[src/rtl/acsc_pkg.sv]
// Constants, field layouts and carrier types for the converter sequence control.
// Assumes a 32-bit APB register port and one 125 MHz bus clock.
package acsc_pkg;
  //////////////////////////////////////////////////////////////////////////////
  // Register byte offsets
  localparam logic [7:0] ACSC_CTRL_OFS = 8'h00;
  localparam logic [7:0] ACSC_START_OFS = 8'h04;
  localparam logic [7:0] ACSC_STAT_OFS = 8'h08;
  localparam logic [7:0] ACSC_MASK_OFS = 8'h0C;
  localparam logic [7:0] ACSC_RES_OFS = 8'h10;
  localparam logic [7:0] ACSC_RES_END = 8'h2C;
  //////////////////////////////////////////////////////////////////////////////
  // Control register fields
  localparam int ACSC_PSC_LSB = 0;
  localparam int ACSC_TEN_BIT = 5;
  localparam int ACSC_SMP_LSB = 6;
  localparam int ACSC_PWR_BIT = 8;
  localparam logic [8:0] ACSC_CTRL_RST = 9'h001;
  // Start register fields
  localparam int ACSC_EIGHT_BIT = 3;
  // Status and mask fields
  localparam int ACSC_SCF_BIT = 0;
  localparam int ACSC_CCF_LSB = 8;
  //////////////////////////////////////////////////////////////////////////////
  // Prescaler limit, base lengths in converter clocks, last indices
  localparam logic [4:0] ACSC_PSC_MAX = 5'h07;
  localparam logic [5:0] ACSC_BASE8 = 6'h10;
  localparam logic [5:0] ACSC_BASE10 = 6'h12;
  localparam logic [2:0] ACSC_LAST4 = 3'h3;
  localparam logic [2:0] ACSC_LAST8 = 3'h7;

  typedef enum logic [0:0] {ACSC_IDLE, ACSC_CONV} acsc_state_e;

  typedef struct packed {
    logic power_up;
    logic sample;
    logic busy;
    logic [2:0] chan;
  } acsc_ana_s;

  // Final sample period 2, 4, 8 or 16 converter clocks
  function automatic logic [5:0] acsc_samp(input logic [1:0] sel);
    return 6'h02 << sel;
  endfunction : acsc_samp
endpackage : acsc_pkg

[src/rtl/acsc_adc_seq_ctrl.sv]
// Converter clock prescaler, sequence control and register file on APB.
// Assumes the analog side presents a settled result on result_i when a conversion ends.
//
// The address map and the APB slave port were chosen for this implementation.
`timescale 1ns/10ps
module acsc_adc_seq_ctrl
  import acsc_pkg::*;
(
  // Clock and reset
  input wire logic clk_i,
  input wire logic nrst_i,
  // APB slave
  input wire logic psel_i,
  input wire logic penable_i,
  input wire logic pwrite_i,
  input wire logic [7:0] paddr_i,
  input wire logic [31:0] pwdata_i,
  output logic [31:0] prdata_o,
  output logic pready_o,
  output logic pslverr_o,
  // Interrupt
  output logic irq_o,
  // Analog side
  output acsc_ana_s ana_o,
  input wire logic [9:0] result_i
);
  //////////////////////////////////////////////////////////////////////////////
  // Converter clock prescaler
  logic [8:0] ctrl_r, ctrl_nxt;
  logic [2:0] pcnt_r, pcnt_nxt;
  logic half_r, half_nxt;
  logic [4:0] psc;
  logic [2:0] eff;
  logic tick;

  always_comb begin
    psc = ctrl_r[ACSC_PSC_LSB +: 5];
    // Unlisted codes behave as the largest listed one
    eff = (psc > ACSC_PSC_MAX) ? ACSC_PSC_MAX[2:0] : psc[2:0];
    tick = (pcnt_r == eff) && half_r;
    pcnt_nxt = pcnt_r + 3'h1;
    half_nxt = half_r;
    if (pcnt_r >= eff) begin
      pcnt_nxt = 3'h0;
      half_nxt = ~half_r;
    end
  end

  always_ff @(posedge clk_i or negedge nrst_i) begin
    if (!nrst_i) begin
      pcnt_r <= 3'h0;
      half_r <= 1'b0;
    end else begin
      pcnt_r <= pcnt_nxt;
      half_r <= half_nxt;
    end
  end

  //////////////////////////////////////////////////////////////////////////////
  // Registers and sequencer
  acsc_state_e st_r, st_nxt;
  logic [7:0] start_r, start_nxt;
  logic scf_r, scf_nxt;
  logic [7:0] ccf_r, ccf_nxt;
  logic [15:0] mask_r, mask_nxt;
  logic [2:0] idx_r, idx_nxt;
  logic [5:0] cyc_r, cyc_nxt;
  logic [9:0] res_r [8];
  logic [9:0] res_nxt [8];
  logic [31:0] prdata_nxt;
  logic wr, setup, mapped, done, last;
  logic [5:0] clen, samp;
  logic [2:0] chan;
  logic [2:0] ridx;

  always_comb begin
    ctrl_nxt = ctrl_r;
    start_nxt = start_r;
    st_nxt = st_r;
    scf_nxt = scf_r;
    ccf_nxt = ccf_r;
    mask_nxt = mask_r;
    idx_nxt = idx_r;
    cyc_nxt = cyc_r;
    res_nxt = res_r;
    prdata_nxt = prdata_o;
    wr = psel_i && penable_i && pwrite_i;
    setup = psel_i && !penable_i;
    mapped = (paddr_i[1:0] == 2'h0) && (paddr_i <= ACSC_RES_END);
    ridx = 3'(paddr_i[4:2] - 3'h4);
    samp = acsc_samp(ctrl_r[ACSC_SMP_LSB +: 2]);
    clen = (ctrl_r[ACSC_TEN_BIT] ? ACSC_BASE10 : ACSC_BASE8) + samp;
    last = (idx_r == (start_r[ACSC_EIGHT_BIT] ? ACSC_LAST8 : ACSC_LAST4));
    chan = start_r[ACSC_EIGHT_BIT] ? idx_r : {start_r[2], idx_r[1:0]};
    done = (st_r == ACSC_CONV) && tick && (cyc_r == clen - 6'h01);
    // Register writes; status bits clear on writing a one
    if (wr && paddr_i == ACSC_CTRL_OFS) begin
      ctrl_nxt = pwdata_i[8:0];
    end
    if (wr && paddr_i == ACSC_MASK_OFS) begin
      mask_nxt = {pwdata_i[ACSC_CCF_LSB +: 8], 7'h00, pwdata_i[ACSC_SCF_BIT]};
    end
    if (wr && paddr_i == ACSC_STAT_OFS) begin
      scf_nxt = scf_r & ~pwdata_i[ACSC_SCF_BIT];
      ccf_nxt = ccf_r & ~pwdata_i[ACSC_CCF_LSB +: 8];
    end
    // Conversion progress; hardware sets win over the clears above
    if (st_r == ACSC_CONV && tick) begin
      cyc_nxt = cyc_r + 6'h01;
    end
    if (done) begin
      res_nxt[idx_r] = result_i;
      ccf_nxt[idx_r] = 1'b1;
      cyc_nxt = 6'h00;
      idx_nxt = idx_r + 3'h1;
      if (last) begin
        scf_nxt = 1'b1;
        st_nxt = ACSC_IDLE;
      end
    end
    if (!ctrl_r[ACSC_PWR_BIT]) begin
      st_nxt = ACSC_IDLE;
    end
    // Start write aborts, and restarts only with the power bit set
    if (wr && paddr_i == ACSC_START_OFS) begin
      start_nxt = pwdata_i[7:0];
      scf_nxt = 1'b0;
      ccf_nxt = 8'h00;
      idx_nxt = 3'h0;
      cyc_nxt = 6'h00;
      st_nxt = ctrl_r[ACSC_PWR_BIT] ? ACSC_CONV : ACSC_IDLE;
    end
    // Read data captured in the setup cycle
    if (setup) begin
      case (paddr_i)
        ACSC_CTRL_OFS: prdata_nxt = {23'h0, ctrl_r};
        ACSC_START_OFS: prdata_nxt = {24'h0, start_r};
        ACSC_STAT_OFS: prdata_nxt = {16'h0, ccf_r, 7'h0, scf_r};
        ACSC_MASK_OFS: prdata_nxt = {16'h0, mask_r};
        default: prdata_nxt = (mapped && paddr_i >= ACSC_RES_OFS) ?
                              {22'h0, res_r[ridx]} : 32'h0;
      endcase
    end
  end

  always_ff @(posedge clk_i or negedge nrst_i) begin
    if (!nrst_i) begin
      ctrl_r <= ACSC_CTRL_RST;
      start_r <= 8'h00;
      st_r <= ACSC_IDLE;
      scf_r <= 1'b0;
      ccf_r <= 8'h00;
      mask_r <= 16'h0000;
      idx_r <= 3'h0;
      cyc_r <= 6'h00;
      prdata_o <= 32'h0;
      for (int i = 0; i < 8; i++) begin
        res_r[i] <= 10'h000;
      end
    end else begin
      ctrl_r <= ctrl_nxt;
      start_r <= start_nxt;
      st_r <= st_nxt;
      scf_r <= scf_nxt;
      ccf_r <= ccf_nxt;
      mask_r <= mask_nxt;
      idx_r <= idx_nxt;
      cyc_r <= cyc_nxt;
      prdata_o <= prdata_nxt;
      res_r <= res_nxt;
    end
  end

  assign pready_o = 1'b1;
  assign pslverr_o = psel_i && penable_i && !mapped;
  // Mask has the status layout, one enable per flag
  assign irq_o = |({ccf_r, 7'h00, scf_r} & mask_r);
  assign ana_o = '{power_up: ctrl_r[ACSC_PWR_BIT],
                   sample: (st_r == ACSC_CONV) && (cyc_r < samp),
                   busy: (st_r == ACSC_CONV),
                   chan: chan};

  //////////////////////////////////////////////////////////////////////////////
  // Checks
  logic [5:0] gap_r;
  logic [5:0] scnt_r;
  logic chg_r;

  // Sample ticks seen in the running conversion
  always_ff @(posedge clk_i or negedge nrst_i) begin
    if (!nrst_i) begin
      gap_r <= 6'h00;
      chg_r <= 1'b1;
      scnt_r <= 6'h00;
    end else begin
      gap_r <= tick ? 6'h00 : gap_r + 6'h01;
      chg_r <= (wr && paddr_i == ACSC_CTRL_OFS) ? 1'b1 : (tick ? 1'b0 : chg_r);
      if (done || (wr && paddr_i == ACSC_START_OFS)) begin
        scnt_r <= 6'h00;
      end else if (tick && ana_o.sample) begin
        scnt_r <= scnt_r + 6'h01;
      end
    end
  end

  property p_code0_div2;
    @(posedge clk_i) disable iff (!nrst_i)
      tick && !chg_r && psc == 5'h00 |-> gap_r == 6'h01;
  endproperty
  a_code0_div2: assert property (p_code0_div2) else $error("code 0 not divide by 2");

  property p_reset_div4;
    @(posedge clk_i) disable iff (!nrst_i)
      $rose(nrst_i) |-> psc == 5'h01;
  endproperty
  a_reset_div4: assert property (p_reset_div4) else $error("reset code not 1");

  property p_div_table;
    @(posedge clk_i) disable iff (!nrst_i)
      tick && !chg_r |-> gap_r == {2'h0, eff, 1'b1};
  endproperty
  a_div_table: assert property (p_div_table) else $error("wrong clock divisor");

  property p_start_runs;
    @(posedge clk_i) disable iff (!nrst_i)
      wr && paddr_i == ACSC_START_OFS && ctrl_r[ACSC_PWR_BIT] |=>
        st_r == ACSC_CONV && idx_r == 3'h0 && cyc_r == 6'h00;
  endproperty
  a_start_runs: assert property (p_start_runs) else $error("start did not begin");

  property p_start_clears;
    @(posedge clk_i) disable iff (!nrst_i)
      wr && paddr_i == ACSC_START_OFS |=> !scf_r && ccf_r == 8'h00;
  endproperty
  a_start_clears: assert property (p_start_clears) else $error("flags not cleared");

  property p_count;
    @(posedge clk_i) disable iff (!nrst_i)
      $rose(scf_r) |-> $past(idx_r) == (start_r[ACSC_EIGHT_BIT] ? 3'h7 : 3'h3);
  endproperty
  a_count: assert property (p_count) else $error("wrong sequence length");

  property p_len8;
    @(posedge clk_i) disable iff (!nrst_i)
      done && !ctrl_r[ACSC_TEN_BIT] |-> cyc_r >= 6'd17 && cyc_r <= 6'd31;
  endproperty
  a_len8: assert property (p_len8) else $error("8-bit length out of range");

  property p_len10;
    @(posedge clk_i) disable iff (!nrst_i)
      done && ctrl_r[ACSC_TEN_BIT] |-> cyc_r >= 6'd19 && cyc_r <= 6'd33;
  endproperty
  a_len10: assert property (p_len10) else $error("10-bit length out of range");

  property p_seq_done;
    @(posedge clk_i) disable iff (!nrst_i)
      done && last && !(wr && paddr_i == ACSC_START_OFS) |=>
        scf_r && ccf_r[$past(idx_r)] && st_r == ACSC_IDLE;
  endproperty
  a_seq_done: assert property (p_seq_done) else $error("complete flag missing");

  property p_tick_gap;
    @(posedge clk_i) disable iff (!nrst_i)
      tick |=> !tick;
  endproperty
  a_tick_gap: assert property (p_tick_gap) else $error("converter clock too fast");

  property p_idx_four;
    @(posedge clk_i) disable iff (!nrst_i)
      st_r == ACSC_CONV && !start_r[ACSC_EIGHT_BIT] |-> idx_r <= ACSC_LAST4;
  endproperty
  a_idx_four: assert property (p_idx_four) else $error("four-mode index overrun");

  property p_chan_eight;
    @(posedge clk_i) disable iff (!nrst_i)
      st_r == ACSC_CONV && start_r[ACSC_EIGHT_BIT] |-> ana_o.chan == idx_r;
  endproperty
  a_chan_eight: assert property (p_chan_eight) else $error("eight-mode channel wrong");

  property p_chan_four;
    @(posedge clk_i) disable iff (!nrst_i)
      st_r == ACSC_CONV && !start_r[ACSC_EIGHT_BIT] |->
        ana_o.chan == {start_r[2], idx_r[1:0]};
  endproperty
  a_chan_four: assert property (p_chan_four) else $error("four-mode channel wrong");

  property p_store;
    @(posedge clk_i) disable iff (!nrst_i)
      done && !(wr && paddr_i == ACSC_START_OFS) |=>
        ccf_r[$past(idx_r)] && res_r[$past(idx_r)] == $past(result_i);
  endproperty
  a_store: assert property (p_store) else $error("result not stored");

  property p_samp_ticks;
    @(posedge clk_i) disable iff (!nrst_i)
      done |-> scnt_r == samp;
  endproperty
  a_samp_ticks: assert property (p_samp_ticks) else $error("sample period wrong");
endmodule : acsc_adc_seq_ctrl

[config.mk]
export PLATFORM = sky130hd
export DESIGN_NAME = acsc_adc_seq_ctrl
export DESIGN_NICKNAME = d
export VERILOG_FILES = /design/src/rtl/acsc_pkg.sv /design/src/rtl/acsc_adc_seq_ctrl.sv
export SDC_FILE = /design/constraint.sdc
export NUM_CORES = 1
export LEC_CHECK = 0
export BUFFER_PORTS_ARGS = -buffer_cell sky130_fd_sc_hd__buf_2
export CORE_MARGIN = 5
export CORE_UTILIZATION = 41
export DETAILED_ROUTE_END_ITERATION = 7
export HOLD_SLACK_MARGIN = 0.08
export PLACE_DENSITY = 0.7
export RECOVER_POWER = 25
export SYNTH_ARGS = -nofsm -noshare
export SYNTH_HDL_FRONTEND = slang
export SYNTH_SLANG_ARGS = --single-unit
[constraint.sdc]
create_clock -name clk_i -period 3.7 [get_ports clk_i]
set_input_delay 0.185 -clock clk_i [delete_from_list [all_inputs] [get_ports clk_i]]
set_output_delay 0.185 -clock clk_i [all_outputs]
set_load 0.02 [all_outputs]
==> results.json, run 1 <==
{
  "ant_nets": 0,
  "max_slew_margin_pct": -42.1,
  "die_area_um2": 20900,
  "final-hold-violation-count": 0,
  "area.sequential_um2": 3630,
  "cts.path.max_buffers": 2,
  "swShare_pct": 23.5,
  "synth_top_family_by_area": "multiplexers",
  "ys_types": 49,
  "r2r_start": "ctrl_r[6]",
  "worst_pin_slew_ps": 2130,
  "cts_tree": "done",
  "synth-adder-area-share_pct": 3.13,
  "syn-instance-count": 569,
  "synth-simple-area-share_pct": 9.45,
  "fin_tns_setup_ps": 0,
  "clkPwrFrac_pct": 47.7,
  "synth-main-ff-cell": "dfrtp_1",
  "fin_crit_sh_pct": 92.0,
  "post_cts_resized": 0,
  "cts_num_sinks": 145,
  "cpPeakStageDelay_ps": 500,
  "firstDrtPassIters": 5,
  "power.leakage_uw": 0.00423,
  "cp.required_ps": 4000,
  "fp.dieH_um": 145,
  "max-cap-violations": 1,
  "clk-insertion-delay-late_ps": 430,
  "post_synth_xor_area_fraction_pct": 1.72,
  "syn-cell-area_um2": 7420,
  "grt_max_degree": 87,
  "pre_cts_ws_ps": 316,
  "cp_cell_sequence": "inv_1 > ha_1 > inv_1 > ha_1 > inv_1 > ha_1 > fa_1 > xnor3_1 > nand4_1 > buf_4 > nor4_2 > buf_4 > mux2_2",
  "via_per_inst": 5.39,
  "rsz0062_at_grt": "false",
  "violations": "max-capacitance violations, max-slew violations",
  "yosysSeqAreaShare_pct": 48.9,
  "reg2reg_depth": 13,
  "worst_slack_ps": 295,
  "critical_path.startpoint": "ctrl_r[6]",
  "p_per_area_nw_per_um2": 403,
  "cts_buffers": 17,
  "power.switching_uw": 815,
  "grt_first_pass_wirelength_um": 28400,
  "synth.avg_cell_area_um2": 13.0,
  "start_util_pct": 41.5,
  "instances_no_fill": 887,
  "drt_iter0_markers": 258,
  "wirelength_um": 17500,
  "finClkSkew_ps": 23.3,
  "port_buffers": 62,
  "path_class": "register to register",
  "ir_drop_mv": 0.378,
  "worstSetupPathDepth": 13,
  "cp_max_fo": 11,
  "synth_warnings": 0,
  "grt_overflow": 0,
  "cts_root_buf": "clkbuf_16",
  "coreArea_um2": 17900,
  "period_needed_ps": 3400,
  "cp.arrival_ps": 3710,
  "synthArstFlopShare_pct": 100,
  "dpl_cell_area_um2": 7850,
  "num_rows": 49,
  "clkTransAtPathRegs_ps": 60,
  "startpoint_type": "register",
  "slew_violations": 87,
  "io-pin-count": 96,
  "htreeDepth": 4,
  "antenna_found_initial": 1,
  "synthMuxAreaShare_pct": 25.6,
  "final_nets": 718,
  "wl_per_cell_um": 19.7,
  "regToRegSetupSlack_ps": 300,
  "crit_path_end_kind": "register",
  "hold_class": "input pin to register",
  "area_growth_pct": 15.9,
  "p_total_uw": 3470,
  "setup_viol": 0,
  "placed_cells": 836,
  "grt.total_usage_pct": 18.1,
  "drc_errors": 0,
  "crit_end": "res_r[8]",
  "ys_seq_elements": 145,
  "synth_edf_count": 0,
  "synth-compound-area-share_pct": 5.29,
  "clock.fmax_mhz": 294,
  "path_delay_family": "adder cells",
  "die_w_um": 145,
  "finish.instance_area_um2": 8610,
  "share_comb_of_total_power_pct": 5.9,
  "layout-drive-gt1-share_pct": 37.1,
  "vias": 4778,
  "power_frac_seq_pct": 46.4,
  "nFillCells": 1568,
  "path_buf_inv": 5,
  "cp_slowest_cell": "dfrtp_1",
  "globalplace.congestion": 0.807,
  "r2r_end": "res_r[8]",
  "n_antenna_cell": 0,
  "grt_pass1_vias": 5140,
  "hpwl_um": 11900,
  "internal-power_uw": 2650,
  "status": "finished with violations",
  "multiInputGateArea_um2": 3430
}
-- flip-flops by register name, summed over array words and instances, names as in the netlist --
signal	flops
ccf_r	8
ctrl_r	9
cyc_r	6
half_r	1
idx_r	3
mask_r	9
pcnt_r	3
prdata_o	16
res_r	80
scf_r	1
st_r	1
start_r	8
-- how the worst min path moves through the flow --
stage                 from  slack [ps]  cells after the start   endpoint
2_1_floorplan       nrst_i        -110                      0   ccf_r[0]
4_1_cts        result_i[1]          80                      2   res_r[1]
3_5_place_dp        nrst_i         300                      1  res_r[12]
6_report       result_i[0]          90                      2  res_r[70]
3_3_place_gp        nrst_i         280                      1  res_r[12]
5_1_grt        result_i[1]          90                      2  res_r[71]
-- per-layer routing --
layer | global-route usage [%] | vias to the layer above | routed length, µm
met4 | 5.99 | 2 | 266
met3 | 4.56 | 24 | 857
li1 | - | 2155 | -
met5 | 0 | - | 20
met2 | 29.5 | 119 | 8750
met1 | 23.8 | 2478 | 7620
-- cells in the final DEF (no fill, tap or decap), types with 10 or more instances in the layout --
cell type,count
conb_1,17
dfrtp_1,144
ha_1,17
mux2i_1,28
dlygate4sd3_1,19
buf_2,61
nand2_1,51
o21a_1,17
inv_1,18
clkbuf_16,17
o221ai_1,10
buf_4,15
nor2_1,10
mux4_2,21
nand3_1,11
mux2_2,90
-- power groups by stage --
stage	sequential, µW	combinational [µW]	clock [µW]
2_1_floorplan	1630	114	0
3_3_place_gp	1640	185	0
3_5_place_dp	1640	192	0
4_1_cts	1610	208	1680
5_1_grt	1610	228	1760
6_report	1610	205	1650
-- per-stage QoR --
step | hold WS [ps] | util [%]
2_1_floorplan | -111 | -
3_3_place_gp | 276 | 43.8
3_5_place_dp | 297 | 43.8
4_1_cts | 80.7 | 48.1
5_1_grt | 90.3 | 48.1
6_report | 92.5 | 48.1
-- cells by family after synthesis --
family          Yosys count
xor+xnor                 13
buf+inv                  72
other cells               2
mux                     148
flops                   145
simple gates            117
fa+ha+maj                18
compound gates           54
-- worst register-to-register path, delay by kind of cell, from the launching register on --
kind / cells / cell delay [ps]
adders and majority gates: 4 / 940
buffers and inverters: 5 / 750
DFF: 1 / 500
xor gates and xnor gates: 1 / 380
muxes: 1 / 380
and+or+nand+nor: 2 / 330
-- final cells by class --
| class | count | area share, % |
|---|---|---|
| Clock buffer | 21 | 5.47 |
| Clock inverter | 11 | 1.24 |
| Inverter | 18 | 0.785 |
| Multi-Input combinational cell | 367 | 39.9 |
| Sequential cell | 145 | 42.2 |
| Tap cell | 229 | 3.33 |
| Timing Repair Buffer | 96 | 7.12 |
-- synthesized netlist by cell type (2+ instances only) --
cell type,count,share of area [%]
a21o_1,4,0.40
a21oi_1,6,0.40
and2_1,3,0.25
and4_1,2,0.24
buf_1,3,0.15
buf_2,8,0.54
buf_4,24,2.4
buf_6,8,1.2
clkbuf_1,11,0.56
conb_1,2,0.10
dfrtp_1,144,49
ha_1,17,2.9
inv_1,18,0.91
mux2_2,90,14
mux2_4,9,1.8
mux2i_1,28,3.8
mux4_2,21,6.4
nand2_1,51,2.6
nand2b_1,5,0.42
nand3_1,11,0.74
nand3b_1,3,0.30
nand4_1,6,0.51
nor2_1,10,0.51
nor2b_1,3,0.25
nor3_1,3,0.20
nor4_1,2,0.17
nor4_4,8,2.3
o21a_1,17,1.7
o21ai_0,9,0.61
o221ai_1,10,1.2
or3_1,4,0.34
or3b_2,2,0.24
xnor2_1,5,0.59
xor2_1,7,0.83
-- timing repair --
action,CTS,global route
hold buffers,19,0
endpoints found under the hold margin,116,0
buffers inserted,0,0
Note: power is estimated with default switching activity, not from simulation.
==> run 2, diff against run 1 <==
PLACE_DENSITY = unset   (was 0.7)
==> run 2 against run 1 <==
Effect of this change: the run still ends with max-capacitance violations, max-slew violations left; non-clock buffer count increased by 7; first-iteration DRC count rose by 26%; final area is 1.3% higher; die area unchanged; register-to-register slack improved by 160 ps; combinational power about the same.
==> results.json, run 2 (synthesis results as in run 1) <==
{
  "fin_tns_setup_ps": 0,
  "cp_cell_sequence": "inv_1 > ha_1 > inv_1 > ha_1 > inv_1 > ha_1 > fa_1 > xnor2_1 > nand3_1 > buf_4 > nor4_4 > buf_4 > mux2_2",
  "rsz0062_at_grt": "false",
  "share_comb_of_total_power_pct": 5.7,
  "io-pin-count": 96,
  "ctsHoldBuffers": 23,
  "die_w_um": 145,
  "status": "finished with violations",
  "via_per_inst": 5.30,
  "cp.arrival_ps": 3560,
  "final_cell_mix": "dfrtp_1, mux2_2, buf_2",
  "clkPwrFrac_pct": 50.0,
  "worst_pin_slew_ps": 2270,
  "hold_class": "input pin to register",
  "clkTransAtPathRegs_ps": 60,
  "grt.total_usage_pct": 17.7,
  "cp_max_fo": 11,
  "finish.instance_area_um2": 8720,
  "largest_reg_flops": 80,
  "cpPeakStageDelay_ps": 450,
  "dpl_cell_area_um2": 7870,
  "max-cap-violations": 1,
  "period_needed_ps": 3240,
  "crit_path_end_kind": "register",
  "path_delay_family": "adder cells",
  "violations": "max-capacitance violations, max-slew violations",
  "grt_overflow": 0,
  "swShare_pct": 23.3,
  "start_util_pct": 41.5,
  "drt_iter0_markers": 326,
  "regMostFlops": "res_r",
  "n_antenna_cell": 0,
  "setup_viol": 0,
  "cts_buffers": 17,
  "p_per_area_nw_per_um2": 415,
  "drc_errors": 0,
  "power.switching_uw": 843,
  "ant_nets": 0,
  "antenna_found_initial": 0,
  "firstDrtPassIters": 5,
  "nFillCells": 1599,
  "coreArea_um2": 17900,
  "ir_drop_mv": 0.367,
  "cts.path.max_buffers": 2,
  "cts_num_sinks": 145,
  "final_common_cell": "dfrtp_1",
  "utilization_pct": 48.7,
  "path_class": "register to register",
  "port_buffers": 62,
  "wirelength_um": 17300,
  "cp_slowest_cell": "fa_1",
  "final-hold-violation-count": 0,
  "fin_crit_sh_pct": 87.6,
  "clock.fmax_mhz": 308,
  "post_cts_resized": 0,
  "grt_pass1_vias": 5096,
  "layout-drive-gt1-share_pct": 37.3,
  "power_frac_seq_pct": 44.3,
  "power.leakage_uw": 0.00427,
  "hpwl_um": 11700,
  "htreeDepth": 4,
  "max_slew_margin_pct": -51.6,
  "grt_max_degree": 91,
  "cp.required_ps": 4020,
  "wl_per_cell_um": 19.3,
  "globalplace.congestion": 0.787,
  "vias": 4742,
  "fp.dieH_um": 145,
  "startpoint_type": "register",
  "cts_root_buf": "clkbuf_16",
  "die_area_um2": 20900,
  "clk-insertion-delay-late_ps": 430,
  "final_nets": 725,
  "grt_first_pass_wirelength_um": 27900,
  "slew_violations": 91,
  "finClkSkew_ps": 8.54,
  "path_buf_inv": 5,
  "hold_slack_ps": 94.7,
  "cts_tree": "done",
  "largest_registers": "res_r x80, prdata_o x16",
  "internal-power_uw": 2780,
  "num_rows": 49,
  "area_growth_pct": 17.5,
  "cts_setup_buffers": 0
}
-- run 2: power groups by stage --
stage | clock network [µW] | registers [µW] | logic, µW
2_1_floorplan | 0 | 1630 | 114
5_1_grt | 1920 | 1610 | 231
4_1_cts | 1850 | 1610 | 212
3_5_place_dp | 0 | 1640 | 191
6_report | 1810 | 1610 | 207
3_3_place_gp | 0 | 1630 | 188
-- run 2: worst register-to-register path, stage by stage, from the launching register on --
cell and delay [ps]:
dfrtp_1 420, inv_1 160, ha_1 190, inv_1 40, ha_1 160, inv_1 50
ha_1 190, fa_1 450, xnor2_1 180, nand3_1 100, buf_4 220, nor4_4 280
buf_4 300, mux2_2 380
-- run 2: path summary, 6_finish.rpt --
path	startpoint	endpoint	slack [ps]	cells past startpoint
worst max-delay path	ctrl_r[7]	res_r[45]	460	13
worst max register to register	ctrl_r[7]	res_r[45]	460	13
worst min register to register	half_r	half_r	470	1
min in group asynchronous	nrst_i	prdata_o[14]	950	2
worst min-delay path	result_i[4]	res_r[14]	90	2
max in group asynchronous	nrst_i	res_r[22]	1340	3
-- run 2: per-layer routing --
metal	routed length, µm	GRT usage [%]
met1	7820	23.8
met4	174	6.09
met5	0	0
met2	8410	28.4
met3	853	4.10
-- run 2: layout make-up --
type	count	area, µm²	area share (%)
Clock buffer	19	453	5.19
Multi-Input combinational cell	367	3430	39.4
Tap cell	229	287	3.29
Inverter	18	67.6	0.775
Sequential cell	145	3630	41.6
Timing Repair Buffer	103	676	7.75
Clock inverter	13	174	1.99
-- run 2: stage by stage --
stage / std cells / power [µW] / setup slack [ps]
final: 894 / 3620 / 458
after global routing: 894 / 3760 / 224
after CTS: 894 / 3670 / 395
after detailed placement: 839 / 1830 / 419
after global placement: 839 / 1820 / 447
after floorplan: 584 / 1750 / 657
